===== config.mk =====
export PLATFORM = sky130hd
export DESIGN_NAME = pmbpw_cmd
export DESIGN_NICKNAME = d
export VERILOG_FILES = /design/src/logic/pmbpw_pkg.sv /design/src/logic/pmbpw_cmd.sv
export VERILOG_INCLUDE_DIRS = /design/src /design/src/logic
export SDC_FILE = /design/constraint.sdc
export NUM_CORES = 1
export LEC_CHECK = 0
export BUFFER_PORTS_ARGS = -buffer_cell sky130_fd_sc_hd__clkbuf_2
export CAP_MARGIN = 15
export CORE_ASPECT_RATIO = 2
export CORE_UTILIZATION = 50
export CTS_BUF_LIST = sky130_fd_sc_hd__clkbuf_16
export DETAILED_ROUTE_END_ITERATION = 12
export GPL_TIMING_DRIVEN = 0
export PLACE_DENSITY = 0.75
export SYNTH_ARGS = -nofsm -noshare
export SYNTH_HDL_FRONTEND = slang
export SYNTH_SLANG_ARGS = --single-unit

===== constraint.sdc =====
create_clock -name sys_clk -period 4 [get_ports sys_clk]
set_input_delay 0.4 -clock sys_clk [delete_from_list [all_inputs] [get_ports sys_clk]]
set_output_delay 0.4 -clock sys_clk [all_outputs]
set_load 0.01 [all_outputs]

===== src/logic/pmbpw_map.svh =====
// command codes, reset values and fixed addresses of the pmbus page/address/protect block
// assumes nothing; definitions only
`ifndef PMBPW_MAP_SVH
`define PMBPW_MAP_SVH
// ----------------------------------------
// command codes
// ----------------------------------------
`define PMBPW_PAGE        8'h00
`define PMBPW_OPERATION   8'h01
`define PMBPW_ON_OFF_CFG  8'h02
`define PMBPW_CLR_FAULTS  8'h03
`define PMBPW_PP_WRITE    8'h05
`define PMBPW_PP_READ     8'h06
`define PMBPW_WR_LOCK     8'h10
`define PMBPW_STORE_ALL   8'h15
`define PMBPW_VOUT_CMD    8'h21
`define PMBPW_STAT_FIRST  8'h78
`define PMBPW_STAT_LAST   8'h7f
`define PMBPW_NV_UNLOCK   8'hbd
`define PMBPW_PEAK_CLEAR  8'he3
`define PMBPW_CHAN_CFG    8'hd0
`define PMBPW_GLOB_CFG    8'hd1
`define PMBPW_TGT_ADDR    8'he6
`define PMBPW_RAIL_ADDR   8'hfa
// ----------------------------------------
// values
// ----------------------------------------
`define PMBPW_PG_CH0      8'h00
`define PMBPW_PG_CH1      8'h01
`define PMBPW_PG_ALL      8'hff
`define PMBPW_LOCK_NONE   8'h00
`define PMBPW_LOCK_CTRL   8'h20
`define PMBPW_LOCK_OPER   8'h40
`define PMBPW_LOCK_ALL    8'h80
`define PMBPW_ADDR_OFF    8'h80
`define PMBPW_GLOB_A      7'h5a
`define PMBPW_GLOB_B      7'h5b
`define PMBPW_RST_CHCFG   8'h1d
`define PMBPW_RST_GLCFG   8'h21
`define PMBPW_RST_TADDR   8'h4f
`define PMBPW_RST_RADDR   8'h80
`endif


===== src/logic/pmbpw_pkg.sv =====
// types shared by the pmbus page/address/protect block
// assumes a bus engine that decodes whole transactions
package pmbpw_pkg;
    typedef enum logic [1:0] {
        PMBPW_WR  = 2'h0,
        PMBPW_RD  = 2'h1,
        PMBPW_PPW = 2'h2,
        PMBPW_PPR = 2'h3
    } pmbpw_kind_type;
    typedef struct packed {
        logic [6:0]     addr;
        pmbpw_kind_type kind;
        logic [7:0]     code;
        logic [7:0]     page;
        logic [7:0]     data;
    } pmbpw_req_type;
    typedef struct packed {
        logic       ack;
        logic [7:0] rdata;
    } pmbpw_rsp_type;
    typedef struct packed {
        logic [7:0] code;
        logic [7:0] data;
        logic [1:0] chan;
        logic       w1c;
    } pmbpw_fwd_type;
    typedef enum logic [1:0] {
        PMBPW_IDLE = 2'b01,
        PMBPW_RAIL = 2'b10
    } pmbpw_state_type;
endpackage


===== src/logic/pmbpw_cmd.sv =====
// command interpreter: page select, page-plus packets, write lock,
// target/global/rail address decode and rail read contention check
// assumes a bus engine delivering one decoded transaction per req_valid
//
// Summary of operation
// page 0x00 selects channel 0, 0x01 channel 1 for paged commands
// page 0xff sends paged writes to both channels at once
// page 0xff reads return channel 0 data
// page-plus write runs the target command on the given page
// page-plus read returns the target data of the given page
// page-plus packets never change the stored page
// page byte ignored when the target command is not paged
// page-plus write accepted only if the lock level allows it
// nested page-plus packet is refused and raises a comm fault
// lock 0x80 allows only lock, page, unlock and store writes
// lock 0x40 also allows peak clear, operation, clear faults
// lock 0x20 also allows on/off config and vout command
// status fault bits stay write-one-clear under partial locks and pin
// lock 0x00 allows all writes; reserved low lock bits must be 0
// protect pin overrides lock, allowing page, operation, peaks, unlock, clear
// target address is 7 bit from code 0xe6, default 0x4f
// target address 0x80 disables the individual address
// global addresses 0x5a and 0x5b always answer
// straps still set address parts even if strap use is off
// open strap takes the stored address bits instead
// paged rail address 0xfa reaches its channel; 0x80 disables it
// rail read mismatch on the bus sets a comm fault
// blocked writes leave the target alone and raise a comm fault
`timescale 1ns/1ns
`include "pmbpw_map.svh"
module pmbpw_cmd (
    input  wire logic                    sys_clk,
    input  wire logic                    rst_n,
    input  wire logic                    req_valid,
    input  wire pmbpw_pkg::pmbpw_req_type req,
    input  wire logic [1:0][7:0]         ext_rdata,
    input  wire logic                    wp_pin,
    input  wire logic                    strap_high_open,
    input  wire logic [2:0]              strap_high_val,
    input  wire logic                    strap_low_open,
    input  wire logic [3:0]              strap_low_val,
    input  wire logic                    obs_valid,
    input  wire logic [7:0]              obs_byte,
    output logic                         rsp_valid,
    output pmbpw_pkg::pmbpw_rsp_type     rsp,
    output logic                         fwd_valid,
    output pmbpw_pkg::pmbpw_fwd_type     fwd,
    output logic                         comm_fault,
    output logic [7:0]                   page_sel,
    output logic [1:0][7:0]              channel_config_bits,
    output logic [7:0]                   global_config_bits
);
    import pmbpw_pkg::*;

    // ----------------------------------------
    // stored registers
    // ----------------------------------------
    logic [7:0]      page_q;
    logic [7:0]      lock_q;
    logic [1:0][7:0] ccfg_q;
    logic [7:0]      gcfg_q;
    logic [7:0]      taddr_q;
    logic [1:0][7:0] raddr_q;
    logic [7:0]      rail_data_q;
    pmbpw_state_type state_q;

    // ----------------------------------------
    // command classes
    // ----------------------------------------
    function automatic logic is_status(input logic [7:0] c);
        return (c >= `PMBPW_STAT_FIRST) && (c <= `PMBPW_STAT_LAST);
    endfunction

    function automatic logic is_paged(input logic [7:0] c);
        return (c == `PMBPW_OPERATION) || (c == `PMBPW_ON_OFF_CFG) ||
               (c == `PMBPW_CLR_FAULTS) || (c == `PMBPW_VOUT_CMD) ||
               (c == `PMBPW_CHAN_CFG) || (c == `PMBPW_RAIL_ADDR) ||
               (c == `PMBPW_PEAK_CLEAR) || is_status(c);
    endfunction

    function automatic logic wr_allowed(input logic [7:0] c, input logic [7:0] lvl,
                                        input logic pin);
        logic l80;
        logic l40;
        logic l20;
        l80 = (c == `PMBPW_WR_LOCK) || (c == `PMBPW_PAGE) ||
              (c == `PMBPW_NV_UNLOCK) || (c == `PMBPW_STORE_ALL);
        l40 = l80 || (c == `PMBPW_PEAK_CLEAR) || (c == `PMBPW_OPERATION) ||
              (c == `PMBPW_CLR_FAULTS) || is_status(c);
        l20 = l40 || (c == `PMBPW_ON_OFF_CFG) || (c == `PMBPW_VOUT_CMD);
        if (pin) begin
            // pin list is not a superset of any level: lock and store are shut
            return (c == `PMBPW_PAGE) || (c == `PMBPW_OPERATION) ||
                   (c == `PMBPW_PEAK_CLEAR) || (c == `PMBPW_NV_UNLOCK) ||
                   (c == `PMBPW_CLR_FAULTS) || is_status(c);
        end
        unique case (lvl)
            `PMBPW_LOCK_ALL:  return l80;
            `PMBPW_LOCK_OPER: return l40;
            `PMBPW_LOCK_CTRL: return l20;
            default:          return 1'b1;
        endcase
    endfunction

    // ----------------------------------------
    // address decode
    // ----------------------------------------
    logic [6:0] dev_addr;
    logic       hit_dev;
    logic       hit_glob;
    logic [1:0] hit_rail;
    logic       hit;
    logic       rail_only;

    always_comb begin
        // open strap falls back to the stored bits
        dev_addr[6:4] = strap_high_open ? taddr_q[6:4] : strap_high_val;
        dev_addr[3:0] = strap_low_open  ? taddr_q[3:0] : strap_low_val;
    end

    assign hit_dev  = (taddr_q != `PMBPW_ADDR_OFF) && (req.addr == dev_addr);
    assign hit_glob = (req.addr == `PMBPW_GLOB_A) || (req.addr == `PMBPW_GLOB_B);
    always_comb begin
        for (int i = 0; i < 2; i++) begin
            hit_rail[i] = (raddr_q[i] != `PMBPW_ADDR_OFF) &&
                          (req.addr == raddr_q[i][6:0]);
        end
    end
    assign hit       = hit_dev || hit_glob || (hit_rail != 2'h0);
    assign rail_only = !hit_dev && !hit_glob && (hit_rail != 2'h0);

    // ----------------------------------------
    // packet decision
    // ----------------------------------------
    logic       pp;
    logic       is_wr;
    logic [7:0] pg;
    logic       pg_ok;
    logic [1:0] cmask;
    logic       rch;
    logic       nest;
    logic       bad_val;
    logic       blocked;
    logic       refuse;
    logic       local_cmd;
    logic [7:0] rd_local;
    logic       take;

    assign pp    = (req.kind == PMBPW_PPW) || (req.kind == PMBPW_PPR);
    assign is_wr = (req.kind == PMBPW_WR) || (req.kind == PMBPW_PPW);
    assign pg    = pp ? req.page : page_q;
    assign pg_ok = (pg == `PMBPW_PG_CH0) || (pg == `PMBPW_PG_CH1) || (pg == `PMBPW_PG_ALL);

    always_comb begin
        if (rail_only) begin
            cmask = hit_rail;
        end else if (pg == `PMBPW_PG_CH1) begin
            cmask = 2'h2;
        end else if (pg == `PMBPW_PG_ALL) begin
            cmask = 2'h3;
        end else begin
            cmask = 2'h1;
        end
    end
    // all-channel reads come from channel 0
    assign rch = !cmask[0];

    // nesting, and a page-plus aimed at the page itself, would break the packet
    assign nest = pp && ((req.code == `PMBPW_PP_WRITE) || (req.code == `PMBPW_PP_READ) ||
                         (req.code == `PMBPW_PAGE));
    always_comb begin
        bad_val = 1'b0;
        if (req.code == `PMBPW_PAGE) begin
            bad_val = !((req.data == `PMBPW_PG_CH0) || (req.data == `PMBPW_PG_CH1) ||
                        (req.data == `PMBPW_PG_ALL));
        end else if (req.code == `PMBPW_WR_LOCK) begin
            // reserved low bits must stay clear
            bad_val = !((req.data == `PMBPW_LOCK_NONE) || (req.data == `PMBPW_LOCK_CTRL) ||
                        (req.data == `PMBPW_LOCK_OPER) || (req.data == `PMBPW_LOCK_ALL));
        end
    end
    assign blocked = !wr_allowed(req.code, lock_q, wp_pin);
    // page byte only matters for paged targets
    assign refuse  = nest || (pp && !rail_only && is_paged(req.code) && !pg_ok) ||
                     (is_wr && (blocked || bad_val));
    assign take    = req_valid && hit && !refuse;

    always_comb begin
        local_cmd = 1'b1;
        rd_local  = 8'h00;
        unique case (req.code)
            `PMBPW_PAGE:      rd_local = page_q;
            `PMBPW_WR_LOCK:   rd_local = lock_q;
            `PMBPW_CHAN_CFG:  rd_local = ccfg_q[rch];
            `PMBPW_GLOB_CFG:  rd_local = gcfg_q;
            `PMBPW_TGT_ADDR:  rd_local = taddr_q;
            `PMBPW_RAIL_ADDR: rd_local = raddr_q[rch];
            default:          local_cmd = 1'b0;
        endcase
    end

    // ----------------------------------------
    // stored registers
    // ----------------------------------------
    always_ff @(posedge sys_clk or negedge rst_n) begin
        if (!rst_n) begin
            page_q <= `PMBPW_PG_CH0;
        end else if (take && is_wr && !pp && req.code == `PMBPW_PAGE) begin
            page_q <= req.data;
        end
    end

    always_ff @(posedge sys_clk or negedge rst_n) begin
        if (!rst_n) begin
            lock_q <= `PMBPW_LOCK_NONE;
        end else if (take && is_wr && req.code == `PMBPW_WR_LOCK) begin
            lock_q <= req.data;
        end
    end

    always_ff @(posedge sys_clk or negedge rst_n) begin
        if (!rst_n) begin
            gcfg_q  <= `PMBPW_RST_GLCFG;
            taddr_q <= `PMBPW_RST_TADDR;
        end else if (take && is_wr) begin
            if (req.code == `PMBPW_GLOB_CFG) begin
                gcfg_q <= req.data;
            end
            if (req.code == `PMBPW_TGT_ADDR) begin
                taddr_q <= req.data;
            end
        end
    end

    always_ff @(posedge sys_clk or negedge rst_n) begin
        if (!rst_n) begin
            ccfg_q  <= {2{`PMBPW_RST_CHCFG}};
            raddr_q <= {2{`PMBPW_RST_RADDR}};
        end else if (take && is_wr) begin
            for (int i = 0; i < 2; i++) begin
                if (cmask[i] && req.code == `PMBPW_CHAN_CFG) begin
                    ccfg_q[i] <= req.data;
                end
                if (cmask[i] && req.code == `PMBPW_RAIL_ADDR) begin
                    raddr_q[i] <= req.data;
                end
            end
        end
    end

    // ----------------------------------------
    // answers and forwarded writes
    // ----------------------------------------
    always_ff @(posedge sys_clk or negedge rst_n) begin
        if (!rst_n) begin
            rsp_valid <= 1'b0;
            rsp       <= '0;
        end else begin
            rsp_valid <= req_valid && hit;
            if (req_valid && hit) begin
                rsp.ack   <= !refuse;
                rsp.rdata <= (is_wr || refuse) ? 8'h00 :
                             local_cmd ? rd_local : ext_rdata[rch];
            end
        end
    end

    always_ff @(posedge sys_clk or negedge rst_n) begin
        if (!rst_n) begin
            fwd_valid <= 1'b0;
            fwd       <= '0;
        end else begin
            fwd_valid <= take && is_wr && !local_cmd;
            if (take && is_wr && !local_cmd) begin
                fwd.code <= req.code;
                fwd.data <= req.data;
                // zero channel mask marks a non-paged command
                fwd.chan <= is_paged(req.code) ? cmask : 2'h0;
                fwd.w1c  <= is_status(req.code);
            end
        end
    end

    // ----------------------------------------
    // rail read contention
    // ----------------------------------------
    // the observed byte is what really crossed the bus, so another rail member
    // driving a different value shows up here
    always_ff @(posedge sys_clk or negedge rst_n) begin
        if (!rst_n) begin
            state_q     <= PMBPW_IDLE;
            rail_data_q <= 8'h00;
        end else begin
            unique case (state_q)
                PMBPW_IDLE: begin
                    if (take && !is_wr && rail_only) begin
                        state_q     <= PMBPW_RAIL;
                        rail_data_q <= local_cmd ? rd_local : ext_rdata[rch];
                    end
                end
                PMBPW_RAIL: begin
                    if (obs_valid || req_valid) begin
                        state_q <= PMBPW_IDLE;
                    end
                end
                default: state_q <= PMBPW_IDLE;
            endcase
        end
    end

    always_ff @(posedge sys_clk or negedge rst_n) begin
        if (!rst_n) begin
            comm_fault <= 1'b0;
        end else begin
            comm_fault <= (req_valid && hit && refuse) ||
                          (state_q == PMBPW_RAIL && obs_valid &&
                           obs_byte != rail_data_q);
        end
    end

    assign page_sel            = page_q;
    assign channel_config_bits = ccfg_q;
    assign global_config_bits  = gcfg_q;

    logic dev_wr;
    assign dev_wr = req_valid && hit_dev && req.kind == PMBPW_WR;
endmodule


Yosys cells after proc, flatten, opt, wreduce, memory -nomap -nowiden:

Index checks and enable logic that the tools add are counted.

* output and inout port bits: 63
* word-level logic and storage cells: 181
* bits in registers: 105
* bits of input ports: 71

* mux-type cells: 26
* $lt $le $gt $ge: 3
* reductions and logical operators: 94
* eq/ne operators: 39

Operators with widths (number)
* equality test 8 bit (second input constant): 10
* 2-to-1 mux 8 bit: 9
* one-hot mux 8 bit (6 select lines): 1
* logical OR 1 bit: 41
* logical AND 1 bit: 27
* equality test 8 x 1 -> 1 bit (second input constant): 3
* equality test 8 x 6 -> 1 bit (second input constant): 3
* logical NOT 8 bit: 3
* != test 8 bit (second input constant): 3
* equality test 7 bit: 3
* equality test 8 x 2 -> 1 bit (second input constant): 2
* equality test 8 x 3 -> 1 bit (second input constant): 2
* equality test 8 x 5 -> 1 bit (second input constant): 2
* equality test 8 x 7 -> 1 bit (second input constant): 2
* AND reduction 2 bit: 8
* equality test 7 bit (second input constant): 2
* logical NOT 1 bit: 12
* 2-to-1 mux 2 bit: 6
* greater-or-equal comparator 8 x 7 -> 1 bit (second input constant): 1
* less-or-equal comparator 8 x 7 -> 1 bit (second input constant): 1
* != test 8 bit: 1
* equality test 2 bit (second input constant): 3
* 2-to-1 mux 1 bit: 6
* OR reduction 6 bit: 1
* 9 further kinds: 10

Logic depth before layout (Yosys ltp):

* depth in word-level cells: 22
* mapped depth: 13
* gate-level depth less buffers: 9

Least setup slack after synthesis:

No wires, ideal clock.

* path kind: input to register
* start point: input req[19] (netlist name)
* end point: register lock_q[5]
* required time: 3875 ps
* setup slack: 1054 ps
* path buffers: 3
* cell stages on the path: 11
* library setup time: 125 ps
* data arrival time: 2821 ps
* path through: buf_2 -> or4b_4 -> nor4_4 -> nor2_2 -> a311oi_2 -> a21boi_1 -> and4b_1 -> buf_6 -> and3_4 -> buf_6 -> mux2_4

* longest elaborated chain between the ends: 20
* elaborated cells between the ends (all ways): 56
* those cells by class: order compare (2); eq/ne (12); mux (5); reduce/logical (37)

Ends and longest elaborated chain
* start: declaration: RTL line pmbpw_cmd.sv:35 `input wire pmbpw_pkg::pmbpw_req_type req,`
* equality test 8 x 5 -> 1 bit or logical NOT 8 bit (tied branches)
* logical OR 1 bit (3 in series): RTL line pmbpw_cmd.sv:86 `` l80 = (c == `PMBPW_WR_LOCK) || (c == `PMBPW_PAGE) || ``
* logical OR 1 bit (4 in series): RTL line pmbpw_cmd.sv:88 `` l40 = l80 || (c == `PMBPW_PEAK_CLEAR) || (c == `PMBPW_OPERATION) || ``
* logical OR 1 bit (2 in series): RTL line pmbpw_cmd.sv:90 `` l20 = l40 || (c == `PMBPW_ON_OFF_CFG) || (c == `PMBPW_VOUT_CMD); ``
* one-hot mux 1 bit (3 select lines): RTL line pmbpw_cmd.sv:97 `unique case (lvl)`
* 2-to-1 mux 1 bit: RTL line pmbpw_cmd.sv:97
* logical NOT 1 bit: RTL line pmbpw_cmd.sv:182 `assign blocked = !wr_allowed(req.code, lock_q, wp_pin);`
* logical OR 1 bit: RTL line pmbpw_cmd.sv:185 `(is_wr && (blocked || bad_val));`
* logical AND 1 bit: RTL line pmbpw_cmd.sv:185
* logical OR 1 bit: RTL line pmbpw_cmd.sv:184 `assign refuse = nest || (pp && !rail_only && is_paged(req.code) && !pg_ok) ||`
* logical NOT 1 bit: RTL line pmbpw_cmd.sv:186 `assign take = req_valid && hit && !refuse;`
* logical AND 1 bit: RTL line pmbpw_cmd.sv:186
* logical AND 1 bit: RTL line pmbpw_cmd.sv:216 `` end else if (take && is_wr && req.code == `PMBPW_WR_LOCK) begin ``
* logical AND 1 bit (no line) (*)
* end signal: assignment: RTL line pmbpw_cmd.sv:215 `` lock_q <= `PMBPW_LOCK_NONE; ``
* end signal: assignment: RTL line pmbpw_cmd.sv:217 `lock_q <= req.data;`
* end: declaration: RTL line pmbpw_cmd.sv:59 `logic [7:0] lock_q;`

Every way passes the cells marked *; elsewhere a longest branch is shown, timed or not. The select of a mux whose other input is x is not followed.
A chain may end at the register's enable or synchronous reset.

Worst setup path after layout:

* start point: register raddr_q[15] (netlist name)
* end point: register rsp[6] (netlist name)

* longest elaborated chain between the ends: 12
* elaborated cells between the ends (all ways): 23
* those cells by class: eq/ne (1); mux (10); reduce/logical (12)

Ends and longest elaborated chain
* start: declaration: RTL line pmbpw_cmd.sv:63 `logic [1:0][7:0] raddr_q;`
* start signal: assignment: RTL line pmbpw_cmd.sv:238 `` raddr_q <= {2{`PMBPW_RST_RADDR}}; ``
* start signal: indexed assignment: RTL line pmbpw_cmd.sv:245 `raddr_q[i] <= req.data;`
* != test 8 bit (no line) (*)
* logical AND 1 bit (*): RTL line pmbpw_cmd.sv:125 `` hit_rail[i] = (raddr_q[i] != `PMBPW_ADDR_OFF) && ``
* nonzero test 2 bit (*): RTL line pmbpw_cmd.sv:129, pmbpw_cmd.sv:130
* parallel branches: the longest is 9 deep, another holds 2-to-1 mux 8 bit
* end: declaration: RTL line pmbpw_cmd.sv:45 `output pmbpw_pkg::pmbpw_rsp_type rsp,`

Mark *: on every way between the ends. The select of a mux whose other input is x is not followed.

==> impl_metrics.csv <==
group,metric,value,unit
cts,cts_htree_levels,3,
global_route,grt_max_degree,62,
status,outcome,"complete, no violations",
yosys,muxShareOfSynthArea,21.7,%
worst_setup_path,ff2ff_path_depth,9,
worst_setup_path,critPathLaunch,"raddr_q[15]",
global_route,grt_pass1_vias,4729,
global_route,grt_pass1_wl,25.5,mm
yosys,syn_inst,492,
yosys,syn_area,0.00565,sq mm
floorplan,start_util,51.6,%
final_layout,final_cells,770,
floorplan,num_rows,54,
drt,wl_met1,6.12,mm
cts,insertion_delay,0.35,ns
yosys,synth_warnings,0,
sta,worst_pin_slew,1.14,ns
placement,gp_congestion,0.893,
final_layout,diodes,0,
yosys,synthTopCellsByArea,"dfrtp_1 (39%), mux2_2 (15%), dfstp_2 (8.4%)",
cts,cts-root-buf,"clkbuf_16",
yosys,yosys.area_share.xor_xnor,4.65,%
sta,slew_headroom,22.6,%
cts,clock-sinks,105,
placement,io_buffers,121,
worst_setup_path,endpoint_kind,"flip-flop",
placement,dp.cells,754,
drt,num_vias,4658,
cts,hold_buffers,0,
worst_setup_path,rr_endpoint,"rsp[6]",
worst_setup_path,crit_arrival,3.95,ns
yosys,synth_top_family_by_area,"multiplexers",
cts,cts_tree,"yes",
sta,hold_violations,0,
drt,wl_met2,8.46,mm
worst_setup_path,cp.required,4.20,ns
sta,rsz0062_at_grt,"false",
cts,cts_setup_buffers,0,
final_layout,syn_to_final_growth,19.5,%
worst_setup_path,crit_fanout,10,
sta,max_freq,0.267,GHz
sta,clock_skew,0.0110,ns
drt,detail-route-antenna-nets,0,
yosys,synth_compound_area_share,10.2,%
drt,wl_per_cell,20.9,um
drt,route.detailed.drc,0,
drt,wirelength,16.1,mm
drt,firstDrtPassIters,7,
worst_setup_path,criticalPathCategory,"flip-flop to flip-flop",
worst_setup_path,r2r_start,"raddr_q[15]",
yosys,synth_area_leader_cell,"dfrtp_1",
sta,finalSetupViolCount,0,
final_layout,drive_above_1_share,41.1,%
run,cap_violations,0,
power,p_leak,0.00339,uW
sta,final.period_utilization,93.7,%
yosys,syn_nets,563,
yosys,synth_cell_type_count,63,
yosys,synth_top_cell_area_share,38.5,%
worst_setup_path,crit_path_start_kind,"flip-flop",
yosys,yosysSeqAreaShare,46.9,%
final_layout,mostFrequentLayoutCells,"clkbuf_2 (120), dfrtp_1 (87), mux2_2 (76)",
yosys,post_synth.cell_area_avg,11.5,sq um
power,ir_drop,0.227,mV
global_route,grt_usage,28.2,%
cts,cts_inserted_buffers,9,
floorplan,die_h,152,um
floorplan,ios,134,
cts,clk_path_buf_depth,2,
cts,cts_resized,0,
floorplan,core,0.0109,sq mm
sta,finalCriticalPeriod,3.75,ns
final_layout,final_common_cell,"clkbuf_2",
floorplan,die_w,77.2,um
worst_setup_path,rrSetupSlack,0.25,ns
sta,tns,0,ns
sta,finalMaxSlewViolations,0,
floorplan,dieArea,0.0118,sq mm
yosys,synth_edf_count,0,
cts,clkTransAtPathRegs,0.07,ns
drt,maxUsedRoutingLayer,"met4",
final_layout,fin_nets,696,
drt,wl_met3,688,um
drt,drt-initial-drc-count,354,
yosys,synthSimpleGateAreaFrac,13.2,%
global_route,globalRoute.totalOverflow,0,
placement,hpwl,12.3,mm
global_route,antenna_found_initial,0,
drt,viasPerCell,6.05,
yosys,synthArstFlopShare,100,%
min_path,hold_class,"primary input to asynchronous set/reset pin",
power,p_per_area,342,mW/mm^2
yosys,synth-seq-cells,105,
yosys,synthFlopType,"dfrtp_1",
yosys,yosys.area_share.adder,0.177,%
==> sequential cells by signal, indices dropped and copies added, names as in the netlist <==
register and cells:
fwd 19, channel_config_bits 16, raddr_q 16, rsp 9
global_config_bits 8, lock_q 8, page_sel 8, rail_data_q 8
taddr_q 8, state_q 2, comm_fault 1, fwd_valid 1
rsp_valid 1
==> layout make-up <==
| type | instances | area [sq um] |
|---|---|---|
| fill | 967 | 4190 |
| multi-input combinational | 347 | 2820 |
| sequential | 105 | 2650 |
| timing repair buffer | 122 | 628 |
| clock buffer | 9 | 225 |
| tap | 140 | 175 |
| buffer | 26 | 128 |
| clock inverter | 7 | 71.3 |
| inverter | 14 | 52.6 |
==> critical path, stage by stage (launching register included) <==
cell       delay (ns)
dfstp_2          0.56
nor4b_1          0.22
a21oi_1          0.11
o211ai_1         0.56
a211oi_1         0.14
o22ai_1          0.48
buf_2            0.42
mux2i_1          0.13
a2111oi_0        0.79
o21ai_0          0.17
==> metal layers <==
layer,global-route usage (%),up-vias
li1,-,2100
met5,0,-
met2,49.6,184
met1,31.7,2325
met3,3.47,49
met4,17.7,0
==> synth_stat cells (all sizes together), types with 2 or more instances <==
library cell and number:
nand4 11, a22oi 4, a31oi 2, o31ai 3, o22ai 2, inv 14, a221oi 3, nor2 22
xor2 11, nor4 9, mux2 82, nor3 9, and3 4, and4b 2, or4 3, nand3 15
a222oi 11, a21oi 5, nor4b 5, xnor2 19, o2111ai 2, nand2 28, nand4b 2, buf 12
nor3b 2, o211ai 4, nor2b 8, clkbuf 14, a2111oi 2, nand2b 5, dfrtp 87, o21ai 20
a211oi 4, dfstp 18, a22o 5, mux2i 29
==> through the flow <==
stage                     area [sq um]  util [%]  hold WS [ns]  total power [uW]  setup WS [ns]
after floorplan                   5650         -         0.104              1290           1.05
after global placement            6430      58.8         0.468              1420          0.217
after detailed placement          6450      59.0         0.475              1430          0.195
after CTS                         6750      61.7         0.215              2310          0.236
after global routing              6750      61.7         0.246              2390         0.0133
final                             6750      61.7         0.177              2310          0.250
==> power by group <==
group          total (uW)  internal [uW]  switching [uW]  leakage [uW]
clock network         897            486             411      0.000145
logic                 277            118             159       0.00190
registers            1130           1110            26.3       0.00134
total                2310           1710             596       0.00339
==> kinds of logic (layout without fill, tap and decap cells) <==
logic type	count (synthesis)	in the layout
buf+inv	40	178
flops	105	105
xor+xnor	30	30
compound gates	77	77
mux	111	111
simple gates	128	128
fa+ha+maj	1	1
==> worst max-delay path by stage <==
stage / to / slack [ns] / cells past startpoint
4_1_cts: rsp[6] / 0.24 / 9
6_report: rsp[6] / 0.25 / 9
3_3_place_gp: rsp[6] / 0.22 / 10
5_1_grt: rsp[6] / 0.01 / 9
2_1_floorplan: lock_q[5] / 1.05 / 11
3_5_place_dp: rsp[6] / 0.19 / 10
Note: power is estimated with default switching activity, not from simulation.
